### src/common/fcsd_map.vh
// Register map, field positions, reset values and mode codes of the FIFO clear, sync detect and pin map block.
// Assumes inclusion by the core only; definitions only.
`ifndef FCSD_MAP_VH
`define FCSD_MAP_VH

// Byte offsets on the APB
`define FCSD_OFF_MODE       12'h000
`define FCSD_OFF_SYNC_CFG   12'h004
`define FCSD_OFF_SYNC_HI    12'h008
`define FCSD_OFF_SYNC_LO    12'h00c
`define FCSD_OFF_MAP_A      12'h010
`define FCSD_OFF_MAP_B      12'h014
`define FCSD_OFF_STATUS     12'h018
`define FCSD_OFF_IRQ_STAT   12'h01c
`define FCSD_OFF_IRQ_EN     12'h020
`define FCSD_OFF_IRQ_CLR    12'h024
`define FCSD_OFF_OVERRUN    12'h028

// Mode register fields
`define FCSD_MODE_LSB       0
`define FCSD_MODE_MSB       2
`define FCSD_PKT_BIT        3

// Sync configuration fields
`define FCSD_SIZE_LSB       0
`define FCSD_SIZE_MSB       2
`define FCSD_BSYNC_BIT      6
`define FCSD_SYNC_ON_BIT    7

// Interrupt bits
`define FCSD_IRQ_SYNC       0
`define FCSD_IRQ_OVERRUN    1
`define FCSD_IRQ_FLUSH      2
`define FCSD_IRQ_W          3

// Chip modes
`define FCSD_M_SLEEP        3'h0
`define FCSD_M_STDBY        3'h1
`define FCSD_M_SYNTH_READY_TX_MODE         3'h2
`define FCSD_M_TX           3'h3
`define FCSD_M_SYNTH_READY_RX_MODE         3'h4
`define FCSD_M_RX           3'h5

// Reset values; the core resets the mode register to 4'h9, not FCSD_RST_MODE
`define FCSD_RST_MODE       4'h1
`define FCSD_RST_SYNC_CFG   8'h83
`define FCSD_RST_SYNC_VAL   64'h0101010101010101
`define FCSD_RST_MAP_A      8'h00
`define FCSD_RST_MAP_B      4'h0

`endif

### src/core/fcsd_core.v
// FIFO flush control, sync word detector and general purpose pin mapping, with APB register access.
// Assumes status inputs and the demodulated bit stream come from logic on pclk; the FIFO itself is outside.
//
// Behaviour
// - Standby or sleep to transmit keeps FIFO.
// - Receive to standby or sleep keeps FIFO.
// - Flush entering receive from standby or sleep, receive-to-transmit, leaving transmit.
// - Standby and sleep swaps keep FIFO.
// - Sync detection only while enable bit set.
// - Sliding compare, match flag on full match.
// - First bit against MSB of first byte.
// - Clear match flag leaving receive or empty.
// - Sync length one to eight bytes.
// - Sixty-four bit pattern also drives transmit sync.
// - Six pins, two-bit code plus mode select.
// - Continuous receive code zero pin assignments.
// - Continuous pin two carries data in receive and transmit.
// - Packet code zero shows FIFO flags.
// - Packet data pin valid after receiver armed.
// - Overrun flag; writing one flushes FIFO.
//
// Local design decisions: the APB interface to the registers and the placing of the registers.
`timescale 1ns/1ps
`include "fcsd_map.vh"

module fcsd_core (
    // Clock and reset
    input  wire        pclk,
    input  wire        presetn,
    // APB slave
    input  wire        psel,
    input  wire        penable,
    input  wire        pwrite,
    input  wire [11:0] paddr,
    input  wire [31:0] pwdata,
    output reg  [31:0] prdata,
    output reg         pready,
    output reg         pslverr,
    // Demodulated stream and FIFO events
    input  wire        rx_bit,
    input  wire        rx_bit_valid,
    input  wire        queue_write,
    // Internal status signals
    input  wire        bit_clock,
    input  wire        serial_data,
    input  wire        rx_timeout,
    input  wire        temp_or_battery_alert,
    input  wire        ref_clock_output,
    input  wire        mode_settled,
    input  wire        synth_locked,
    input  wire        signal_or_preamble_detect,
    input  wire        receiver_armed,
    input  wire        transmitter_armed,
    input  wire        queue_empty,
    input  wire        queue_full,
    input  wire        queue_threshold_hit,
    input  wire        payload_available,
    input  wire        checksum_valid,
    input  wire        frame_sent,
    input  wire        auto_sequence_active,
    // Control outputs
    output reg         fifo_flush,
    output reg  [2:0]  chip_mode,
    output reg         packet_mode,
    output reg         bit_sync_enable,
    output reg  [2:0]  sync_tx_length,
    output reg  [63:0] sync_tx_pattern,
    output reg         sync_match_flag,
    output reg         queue_overrun_flag,
    output reg         irq,
    // General purpose pins
    output reg  [5:0]  gp_pin
);

    reg  [7:0]                 sync_config_reg;
    reg  [7:0]                 pin_map_reg_a;
    reg  [3:0]                 pin_map_reg_b;
    reg  [`FCSD_IRQ_W-1:0]     irq_status;
    reg  [`FCSD_IRQ_W-1:0]     irq_enable;
    reg  [63:0]                sync_shift;
    reg                        empty_prev;
    reg  [31:0]                next_rdata;
    reg                        next_err;
    reg  [`FCSD_IRQ_W-1:0]     irq_set;
    wire [63:0]                next_shift;
    wire                       sync_detect_enable;
    wire                       in_rx;
    wire                       setup;
    wire                       wr_access;
    wire                       mode_wr;
    wire [2:0]                 new_mode;
    wire                       mode_flush;
    wire                       overrun_event;
    wire                       overrun_clr;
    wire                       match_now;
    wire                       match_clr;
    wire [11:0]                pin_codes;

    // Flush decision for a change from one mode to another
    function flush_needed;
        input [2:0] from_m;
        input [2:0] to_m;
        reg         from_low;
        begin
            from_low = (from_m == `FCSD_M_SLEEP) || (from_m == `FCSD_M_STDBY);
            flush_needed = 1'b0;
            if (from_m != to_m) begin
                if (from_low && to_m == `FCSD_M_RX)
                    flush_needed = 1'b1;
                else if (from_m == `FCSD_M_RX && to_m == `FCSD_M_TX)
                    flush_needed = 1'b1;
                else if (from_m == `FCSD_M_TX)
                    flush_needed = 1'b1;
            end
        end
    endfunction

    // Sync compare: only the low 8*length bits of the window take part
    function [63:0] len_mask;
        input [2:0] sz;
        reg   [5:0] sh;
        begin
            sh = {3'h7 - sz, 3'h0};
            len_mask = {64{1'b1}} >> sh;
        end
    endfunction

    function [63:0] aligned_pattern;
        input [63:0] val;
        input [2:0]  sz;
        reg   [5:0]  sh;
        begin
            sh = {3'h7 - sz, 3'h0};
            aligned_pattern = val >> sh;
        end
    endfunction

    // Pin values for one mapping code applied to all six pins
    function [5:0] pin_column;
        input [1:0] code;
        reg         pdata;
        begin
            pdata = serial_data & (receiver_armed | (chip_mode != `FCSD_M_RX));
            pin_column = 6'h00;
            if (!packet_mode) begin
                case (chip_mode)
                    `FCSD_M_STDBY, `FCSD_M_SYNTH_READY_TX_MODE, `FCSD_M_SYNTH_READY_RX_MODE: begin
                        case (code)
                            2'h0: pin_column = {ref_clock_output, temp_or_battery_alert, 4'h0};
                            2'h1: pin_column = (chip_mode == `FCSD_M_STDBY) ? 6'h00 :
                                               {synth_locked, synth_locked, 4'h0};
                            2'h2: pin_column = (chip_mode == `FCSD_M_STDBY) ? 6'h00 :
                                               {2'h0, auto_sequence_active, 3'h0};
                            default: pin_column = {mode_settled, mode_settled, temp_or_battery_alert, 3'h0};
                        endcase
                    end
                    `FCSD_M_RX: begin
                        case (code)
                            2'h0: pin_column = {ref_clock_output, temp_or_battery_alert, rx_timeout,
                                                serial_data, bit_clock, sync_match_flag};
                            2'h1: pin_column = {synth_locked, synth_locked, signal_or_preamble_detect,
                                                serial_data, signal_or_preamble_detect,
                                                signal_or_preamble_detect};
                            2'h2: pin_column = {signal_or_preamble_detect, rx_timeout, 1'b0,
                                                serial_data, 1'b0, receiver_armed};
                            default: pin_column = {mode_settled, mode_settled, temp_or_battery_alert,
                                                   serial_data, 2'h0};
                        endcase
                    end
                    `FCSD_M_TX: begin
                        case (code)
                            2'h0: pin_column = {ref_clock_output, temp_or_battery_alert, 1'b0,
                                                serial_data, bit_clock, transmitter_armed};
                            2'h1: pin_column = {synth_locked, synth_locked, 1'b0, serial_data, 2'h0};
                            2'h2: pin_column = {3'h0, serial_data, 2'h0};
                            default: pin_column = {mode_settled, mode_settled, temp_or_battery_alert,
                                                   serial_data, 2'h0};
                        endcase
                    end
                    default: pin_column = 6'h00;
                endcase
            end else begin
                // Packet operation: FIFO flags dominate pins 1 to 3
                case (code)
                    2'h0: pin_column = {ref_clock_output, temp_or_battery_alert, queue_empty,
                                        queue_full, queue_threshold_hit,
                                        (chip_mode == `FCSD_M_RX) ? payload_available :
                                        (chip_mode == `FCSD_M_TX) ? frame_sent : 1'b0};
                    2'h1: pin_column = {synth_locked, synth_locked, 4'h0} |
                                       {4'h0, queue_empty, 1'b0} |
                                       ((chip_mode == `FCSD_M_RX) ? {3'h0, receiver_armed, 1'b0, checksum_valid} :
                                        (chip_mode == `FCSD_M_TX) ? {2'h0, transmitter_armed, 3'h0} : 6'h00);
                    2'h2: pin_column = (chip_mode == `FCSD_M_RX) ?
                                       {pdata, rx_timeout, queue_empty, rx_timeout, queue_full, 1'b0} :
                                       (chip_mode == `FCSD_M_TX) ?
                                       {serial_data, 1'b0, queue_empty, queue_full, queue_full, 1'b0} :
                                       {2'h0, queue_empty, queue_full, queue_full, 1'b0};
                    // Receive shows the sync match on pin 2 in place of the full flag
                    default: pin_column = {mode_settled, 1'b0, queue_empty,
                                           (chip_mode == `FCSD_M_RX) ? sync_match_flag : queue_full, 1'b0,
                                           temp_or_battery_alert} |
                                          ((chip_mode == `FCSD_M_RX) ?
                                           {1'b0, signal_or_preamble_detect, 4'h0} : 6'h00);
                endcase
                // Sleep shows neither clocks nor synth nor mode-settled indications
                if (chip_mode == `FCSD_M_SLEEP)
                    pin_column = pin_column & 6'h0f;
                if ((chip_mode == `FCSD_M_SLEEP || chip_mode == `FCSD_M_STDBY) && code == 2'h1)
                    pin_column = pin_column & 6'h02;
                if (code == 2'h3 && chip_mode != `FCSD_M_RX)
                    pin_column = pin_column & 6'h2f;
            end
        end
    endfunction

    assign sync_detect_enable = sync_config_reg[`FCSD_SYNC_ON_BIT];
    assign in_rx              = (chip_mode == `FCSD_M_RX);
    assign setup              = psel & ~penable;
    assign wr_access          = psel & penable & pwrite & pready;
    assign mode_wr            = wr_access && paddr == `FCSD_OFF_MODE;
    assign new_mode           = pwdata[`FCSD_MODE_MSB:`FCSD_MODE_LSB];
    // Stdby/sleep swaps, stdby/sleep to tx and rx to stdby/sleep fall through as no flush
    assign mode_flush         = mode_wr && new_mode <= `FCSD_M_RX &&
                                flush_needed(chip_mode, new_mode);
    assign overrun_event      = queue_write & queue_full;
    assign overrun_clr        = wr_access && paddr == `FCSD_OFF_OVERRUN && pwdata[0];
    assign next_shift         = {sync_shift[62:0], rx_bit};
    assign match_now          = rx_bit_valid && sync_detect_enable && in_rx &&
                                (((next_shift ^ aligned_pattern(sync_tx_pattern,
                                  sync_config_reg[`FCSD_SIZE_MSB:`FCSD_SIZE_LSB])) &
                                  len_mask(sync_config_reg[`FCSD_SIZE_MSB:`FCSD_SIZE_LSB])) == 64'h0);
    assign match_clr          = (mode_wr && in_rx && new_mode < `FCSD_M_RX) ||
                                (queue_empty && !empty_prev);
    assign pin_codes          = {pin_map_reg_b, pin_map_reg_a};

    // Read mux and unmapped-address answer, captured in the setup cycle
    always @* begin
        next_rdata = 32'h0;
        next_err   = 1'b0;
        case (paddr)
            `FCSD_OFF_MODE:     next_rdata = {28'h0, packet_mode, chip_mode};
            `FCSD_OFF_SYNC_CFG: next_rdata = {24'h0, sync_config_reg};
            `FCSD_OFF_SYNC_HI:  next_rdata = sync_tx_pattern[63:32];
            `FCSD_OFF_SYNC_LO:  next_rdata = sync_tx_pattern[31:0];
            `FCSD_OFF_MAP_A:    next_rdata = {24'h0, pin_map_reg_a};
            `FCSD_OFF_MAP_B:    next_rdata = {28'h0, pin_map_reg_b};
            `FCSD_OFF_STATUS:   next_rdata = {24'h0, gp_pin, queue_overrun_flag, sync_match_flag};
            `FCSD_OFF_IRQ_STAT: next_rdata = {29'h0, irq_status};
            `FCSD_OFF_IRQ_EN:   next_rdata = {29'h0, irq_enable};
            `FCSD_OFF_IRQ_CLR:  next_rdata = 32'h0;
            `FCSD_OFF_OVERRUN:  next_rdata = {31'h0, queue_overrun_flag};
            default:            next_err   = 1'b1;
        endcase
    end

    // Per-pin selection from the four code columns; called from the clocked process so every
    // status input that pin_column reads is current, which an always @* would not guarantee
    function [5:0] select_pins;
        input [11:0] codes;
        reg   [5:0]  c0;
        reg   [5:0]  c1;
        reg   [5:0]  c2;
        reg   [5:0]  c3;
        integer      i;
        begin
            c0 = pin_column(2'h0);
            c1 = pin_column(2'h1);
            c2 = pin_column(2'h2);
            c3 = pin_column(2'h3);
            select_pins = 6'h00;
            for (i = 0; i < 6; i = i + 1) begin
                case (codes[2*i +: 2])
                    2'h0: select_pins[i] = c0[i];
                    2'h1: select_pins[i] = c1[i];
                    2'h2: select_pins[i] = c2[i];
                    default: select_pins[i] = c3[i];
                endcase
            end
        end
    endfunction

    // Interrupt events of this cycle
    always @* begin
        irq_set = {mode_flush | overrun_clr, overrun_event, match_now};
    end

    // APB handshake: no wait state; pready, registered read data and response come in the first access cycle
    always @(posedge pclk or negedge presetn) begin
        if (!presetn) begin
            pready  <= 1'b0;
            pslverr <= 1'b0;
            prdata  <= 32'h0;
        end else begin
            pready <= setup;
            if (setup) begin
                prdata  <= pwrite ? 32'h0 : next_rdata;
                pslverr <= next_err;
            end
        end
    end

    // Configuration registers
    always @(posedge pclk or negedge presetn) begin
        if (!presetn) begin
            chip_mode       <= `FCSD_M_STDBY;
            packet_mode     <= 1'b1;
            sync_config_reg <= `FCSD_RST_SYNC_CFG;
            sync_tx_pattern <= `FCSD_RST_SYNC_VAL;
            pin_map_reg_a   <= `FCSD_RST_MAP_A;
            pin_map_reg_b   <= `FCSD_RST_MAP_B;
            irq_enable      <= 3'h0;
        end else if (wr_access) begin
            case (paddr)
                `FCSD_OFF_MODE: begin
                    // Reserved mode codes are ignored rather than stored
                    if (new_mode <= `FCSD_M_RX)
                        chip_mode <= new_mode;
                    packet_mode <= pwdata[`FCSD_PKT_BIT];
                end
                `FCSD_OFF_SYNC_CFG: sync_config_reg <= pwdata[7:0];
                `FCSD_OFF_SYNC_HI:  sync_tx_pattern[63:32] <= pwdata;
                `FCSD_OFF_SYNC_LO:  sync_tx_pattern[31:0]  <= pwdata;
                `FCSD_OFF_MAP_A:    pin_map_reg_a <= pwdata[7:0];
                `FCSD_OFF_MAP_B:    pin_map_reg_b <= pwdata[3:0];
                `FCSD_OFF_IRQ_EN:   irq_enable <= pwdata[2:0];
                default: ;
            endcase
        end
    end

    // Sync detector, flags, flush pulse and interrupt; every set beats its clear
    always @(posedge pclk or negedge presetn) begin
        if (!presetn) begin
            sync_shift         <= 64'h0;
            sync_match_flag    <= 1'b0;
            queue_overrun_flag <= 1'b0;
            fifo_flush         <= 1'b0;
            empty_prev         <= 1'b1;
            irq_status         <= 3'h0;
            irq                <= 1'b0;
            bit_sync_enable    <= 1'b1;
            sync_tx_length     <= 3'h3;
            gp_pin             <= 6'h00;
        end else begin
            empty_prev <= queue_empty;
            if (rx_bit_valid && sync_detect_enable && in_rx)
                sync_shift <= next_shift;
            if (match_now)
                sync_match_flag <= 1'b1;
            else if (match_clr)
                sync_match_flag <= 1'b0;
            if (overrun_event)
                queue_overrun_flag <= 1'b1;
            else if (overrun_clr)
                queue_overrun_flag <= 1'b0;
            fifo_flush <= mode_flush | overrun_clr;
            if (wr_access && paddr == `FCSD_OFF_IRQ_CLR)
                irq_status <= irq_set | (irq_status & ~pwdata[2:0]);
            else
                irq_status <= irq_set | irq_status;
            irq             <= |(irq_status & irq_enable);
            // Packet mode forces the bit synchronizer on; continuous relies on software
            bit_sync_enable <= packet_mode | sync_config_reg[`FCSD_BSYNC_BIT];
            sync_tx_length  <= sync_config_reg[`FCSD_SIZE_MSB:`FCSD_SIZE_LSB];
            gp_pin          <= select_pins(pin_codes);
        end
    end

endmodule

### config.mk
export PLATFORM = sky130hd
export DESIGN_NAME = fcsd_core
export DESIGN_NICKNAME = d
export VERILOG_FILES = /design/src/core/fcsd_core.v
export VERILOG_INCLUDE_DIRS = /design/src /design/src/common
export SDC_FILE = /design/constraint.sdc
export NUM_CORES = 1
export LEC_CHECK = 0
export BUFFER_PORTS_ARGS = -buffer_cell sky130_fd_sc_hd__buf_2
export CELL_PAD_IN_SITES_DETAIL_PLACEMENT = 0
export CELL_PAD_IN_SITES_GLOBAL_PLACEMENT = 2
export CORE_MARGIN = 1
export CORE_UTILIZATION = 35
export CTS_BUF_LIST = sky130_fd_sc_hd__clkbuf_2
export DETAILED_ROUTE_END_ITERATION = 12
export PLACE_DENSITY_LB_ADDON = 0.1
export SYNTH_ARGS = -nofsm -noshare
export SYNTH_HDL_FRONTEND = slang
export SYNTH_SLANG_ARGS = --single-unit
### constraint.sdc
create_clock -name pclk -period 2.4 [get_ports pclk]
set_input_delay 0.36 -clock pclk [delete_from_list [all_inputs] [get_ports pclk]]
set_output_delay 0.36 -clock pclk [all_outputs]
set_load 0.02 [all_outputs]
==> flow_summary.yaml <==
status:
  status: "finished, violations left"
  violations: "setup timing"
cells_and_area:
  reg.largest.list: "sync_tx_pattern: 64 flops, sync_shift: 63 flops, prdata: 32 flops"
  top_register: "sync_tx_pattern"
  stdcell_count: 1910
  syn_to_final_growth_pct: 36.7
  postLayoutCellArea_um2: 15600
  largest_register_ffs: 64
  nets: 1502
  drive_gt1_share_pct: 47.6
setup_path:
  crit_arrival_ns: 3.84
  crit_buf_inv: 3
  crit_cells: 11
  crit_family: "compound AO/OA/AOI/OAI gates"
  endpoint_kind: "flip-flop"
  cp_slowest_stage_delay_ns: 0.69
  reg2reg_depth: 11
  required_ns: 3.25
  cp_slowest_cell: "dfstp_4"
  rr_startpoint: "sync_config_reg[0]$_DFFE_PN1P_"
  worstPathCellList: "buf_4 -> buf_12 -> mux2_2 -> a32oi_2 -> a21o_1 -> nand4b_1 -> o41ai_2 -> a32oi_2 -> nor4b_4 -> buf_4 -> nand2b_1"
  critical_path.max_fanout: 11
  startpoint: "sync_config_reg[0]$_DFFE_PN1P_"
  start_kind: "flip-flop"
  crit_type: "reg -> reg"
  reg2reg_slack_ns: -0.59
global_route:
  grt_pass1_vias: 10500
  grt_use_total_pct: 26.2
  grt_max_degree: 69
  grt_pass1_wl_um: 65200
  grt_overflow: 0
  antenna_found_initial: 1
floorplan:
  num_rows: 65
  die_area_um2: 33300
  io_pins: 185
  start_util_pct: 35.9
  die_width_um: 183
  die-height_um: 183
  core-area_um2: 31800
sta:
  setup_viol: 2
  rsz0062_at_grt: "yes"
  max_freq_ghz: 0.334
  fin_crit_ns: 2.99
  slew-limit-headroom_pct: 39.8
  fin_crit_sh_pct: 125
  tightest_slew_ns: 0.902
  holdWs_ns: 0.0828
  slew_viol_final: 0
  fin_tns_setup_ns: -1.17
  timing.final.hold_violations: 0
  setup_slack_ns: -0.590
  fin_skew_ns: 0.0952
logic_synthesis:
  synth_common_cells: "189 x dfrtp_1, 158 x mux2_2, 65 x nand2_1, 57 x clkbuf_1, 53 x o21ai_0"
  post-synth-top-count-cell: "dfrtp_1"
  synthDistinctLibCells: 63
  ys_seq_area_share_pct: 45.4
  syn_inst: 1014
  synth_warnings: 0
  synth_top_family_by_area: "multiplexers"
  synth_xor_area_share_pct: 5.99
  synth.area.top_cells: "dfrtp_1 41%, mux2_2 16%, mux2i_1 4.4%, dfstp_2 3.9%, xnor2_1 3.5%"
  synthAdderAreaFrac_pct: 0
  yosys.area.top_type: "dfrtp_1"
  synth_compound_area_share_pct: 13.4
  synth_seq_cells: 206
  synth_mux_area_share_pct: 23.0
  synth_top_area_share_pct: 41.5
  synth_fp_nets: 1083
  yosys.area_share.simple_pct: 8.90
  synth.avg_cell_area_um2: 11.2
  synth_async_sr_flop_share_pct: 100
  synthFlopType: "dfrtp_1"
  syn_area_um2: 11400
  synth_edf_count: 0
drt:
  wl_um: 43300
  drcViolationCount: 0
  dr.pass1.iters: 5
  viasPerCell: 5.29
  wl_per_cell_um: 22.7
  drt_iter0_drc: 613
  ant_nets: 0
  vias: 10100
clock_network:
  clockBufferDepth: 3
  htreeDepth: 2
  clk_pin_slew_worst_paths_ns: 0.10
  cts_tree: "yes"
  clkSinkCount: 206
  cts_root_buffer: "clkbuf_2"
  numCtsBuffers: 57
  insertion_delay_ns: 0.91
place:
  postPlaceCellArea_um2: 14000
  dpl.hpwl_um: 32400
  place.gp.congestion: 0.932
  port_buffers: 184
  dp_cells: 1721
min_path:
  holdPathStages: 5
  hold_path.class: "in -> reg"
  hold_start: "pwrite"
power:
  powerDensity_nw_per_um2: 425
  power.leakage_nw: 7.38
  max-vdd-ir-drop_mv: 0.375
  p_total_mw: 6.62
run:
  cap_violations: 0
worst reg2reg max path, stage by stage (launching register included):
cell	delay, ns
dfstp_4	0.69
buf_4	0.14
buf_12	0.13
mux2_2	0.36
a32oi_2	0.22
a21o_1	0.15
nand4b_1	0.19
o41ai_2	0.37
a32oi_2	0.12
nor4b_4	0.33
buf_4	0.17
nand2b_1	0.09
kinds of logic (layout without fill, tap and decap cells):
kind of cell | after synthesis | count (layout)
compound gates | 222 | 222
xor+xnor | 78 | 78
buf+inv | 88 | 548
flops | 206 | 206
mux | 224 | 224
other cells | 0 | 1
simple gates | 196 | 196
layout make-up:
type                            count  area (µm²)
Sequential cell                   206        5180
Antenna cell                        1        2.50
Inverter                           10        37.5
Multi-Input combinational cell    720        6020
Clock inverter                     16         149
Tap cell                          435         544
Clock buffer                       84         420
Timing Repair Buffer              438        3230
Fill cell                        3094       16200
cell usage in the layout (no fill, tap or decap), drive strengths merged, types with 7 or more instances in the layout:
cell,netlist,final
nand2,65,65
xnor2,45,45
a21oi,28,28
nor4bb,8,8
clkbuf,58,84
nor3,12,12
nor2,40,40
nand2b,10,10
clkinv,0,10
o21ai,53,53
mux4,14,14
mux2i,52,52
inv,10,12
dlygate4sd3,0,60
o22a,9,9
nor4,14,14
a31oi,18,18
a22o,7,7
a21o,10,10
buf,20,377
mux2,158,158
a222oi,8,8
a22oi,38,38
xor2,33,33
nand3,10,10
nor2b,7,7
dfrtp,189,189
dfstp,17,17
power breakdown:
part           switching, mW  internal, mW
Combinational          0.174         0.133
Clock                   1.57          1.26
Sequential           0.00345          3.47
Total                   1.75          4.87
worst paths after layout:
path | endpoint
min in group asynchronous | sync_shift[20]$_DFFE_PN0P_
worst min register to register | prdata[7]$_DFFE_PN0P_
worst max register to register | sync_match_flag$_DFFE_PN0P_
worst min-delay path | fifo_flush$_DFF_PN0_
worst max-delay path | sync_match_flag$_DFFE_PN0P_
max in group asynchronous | sync_config_reg[6]$_DFFE_PN0P_
routing by layer:
metal | routed length, µm | global-route usage, %
met2 | 21400 | 44.5
met4 | 1130 | 8.64
met1 | 18700 | 33.2
met5 | 0 | 0
met3 | 2110 | 4.95
through the flow:
step	worst slack (ns)	utilization, %
6_report	-0.590	49.0
5_1_grt	-0.708	49.0
4_1_cts	-0.534	48.8
3_5_place_dp	-0.693	44.0
3_3_place_gp	-0.715	44.0
2_1_floorplan	-0.121	-
timing repair:
item / in CTS / in global routing
hold endpoints to repair: 304 / 0
resized for setup: 26 / 15
setup endpoints to repair: 2 / 20
buffers inserted: 24 / 2
hold buffers: 61 / 0
gates cloned: 1 / 0
pin swaps: 13 / 6
(Power assumes the default switching activity.)
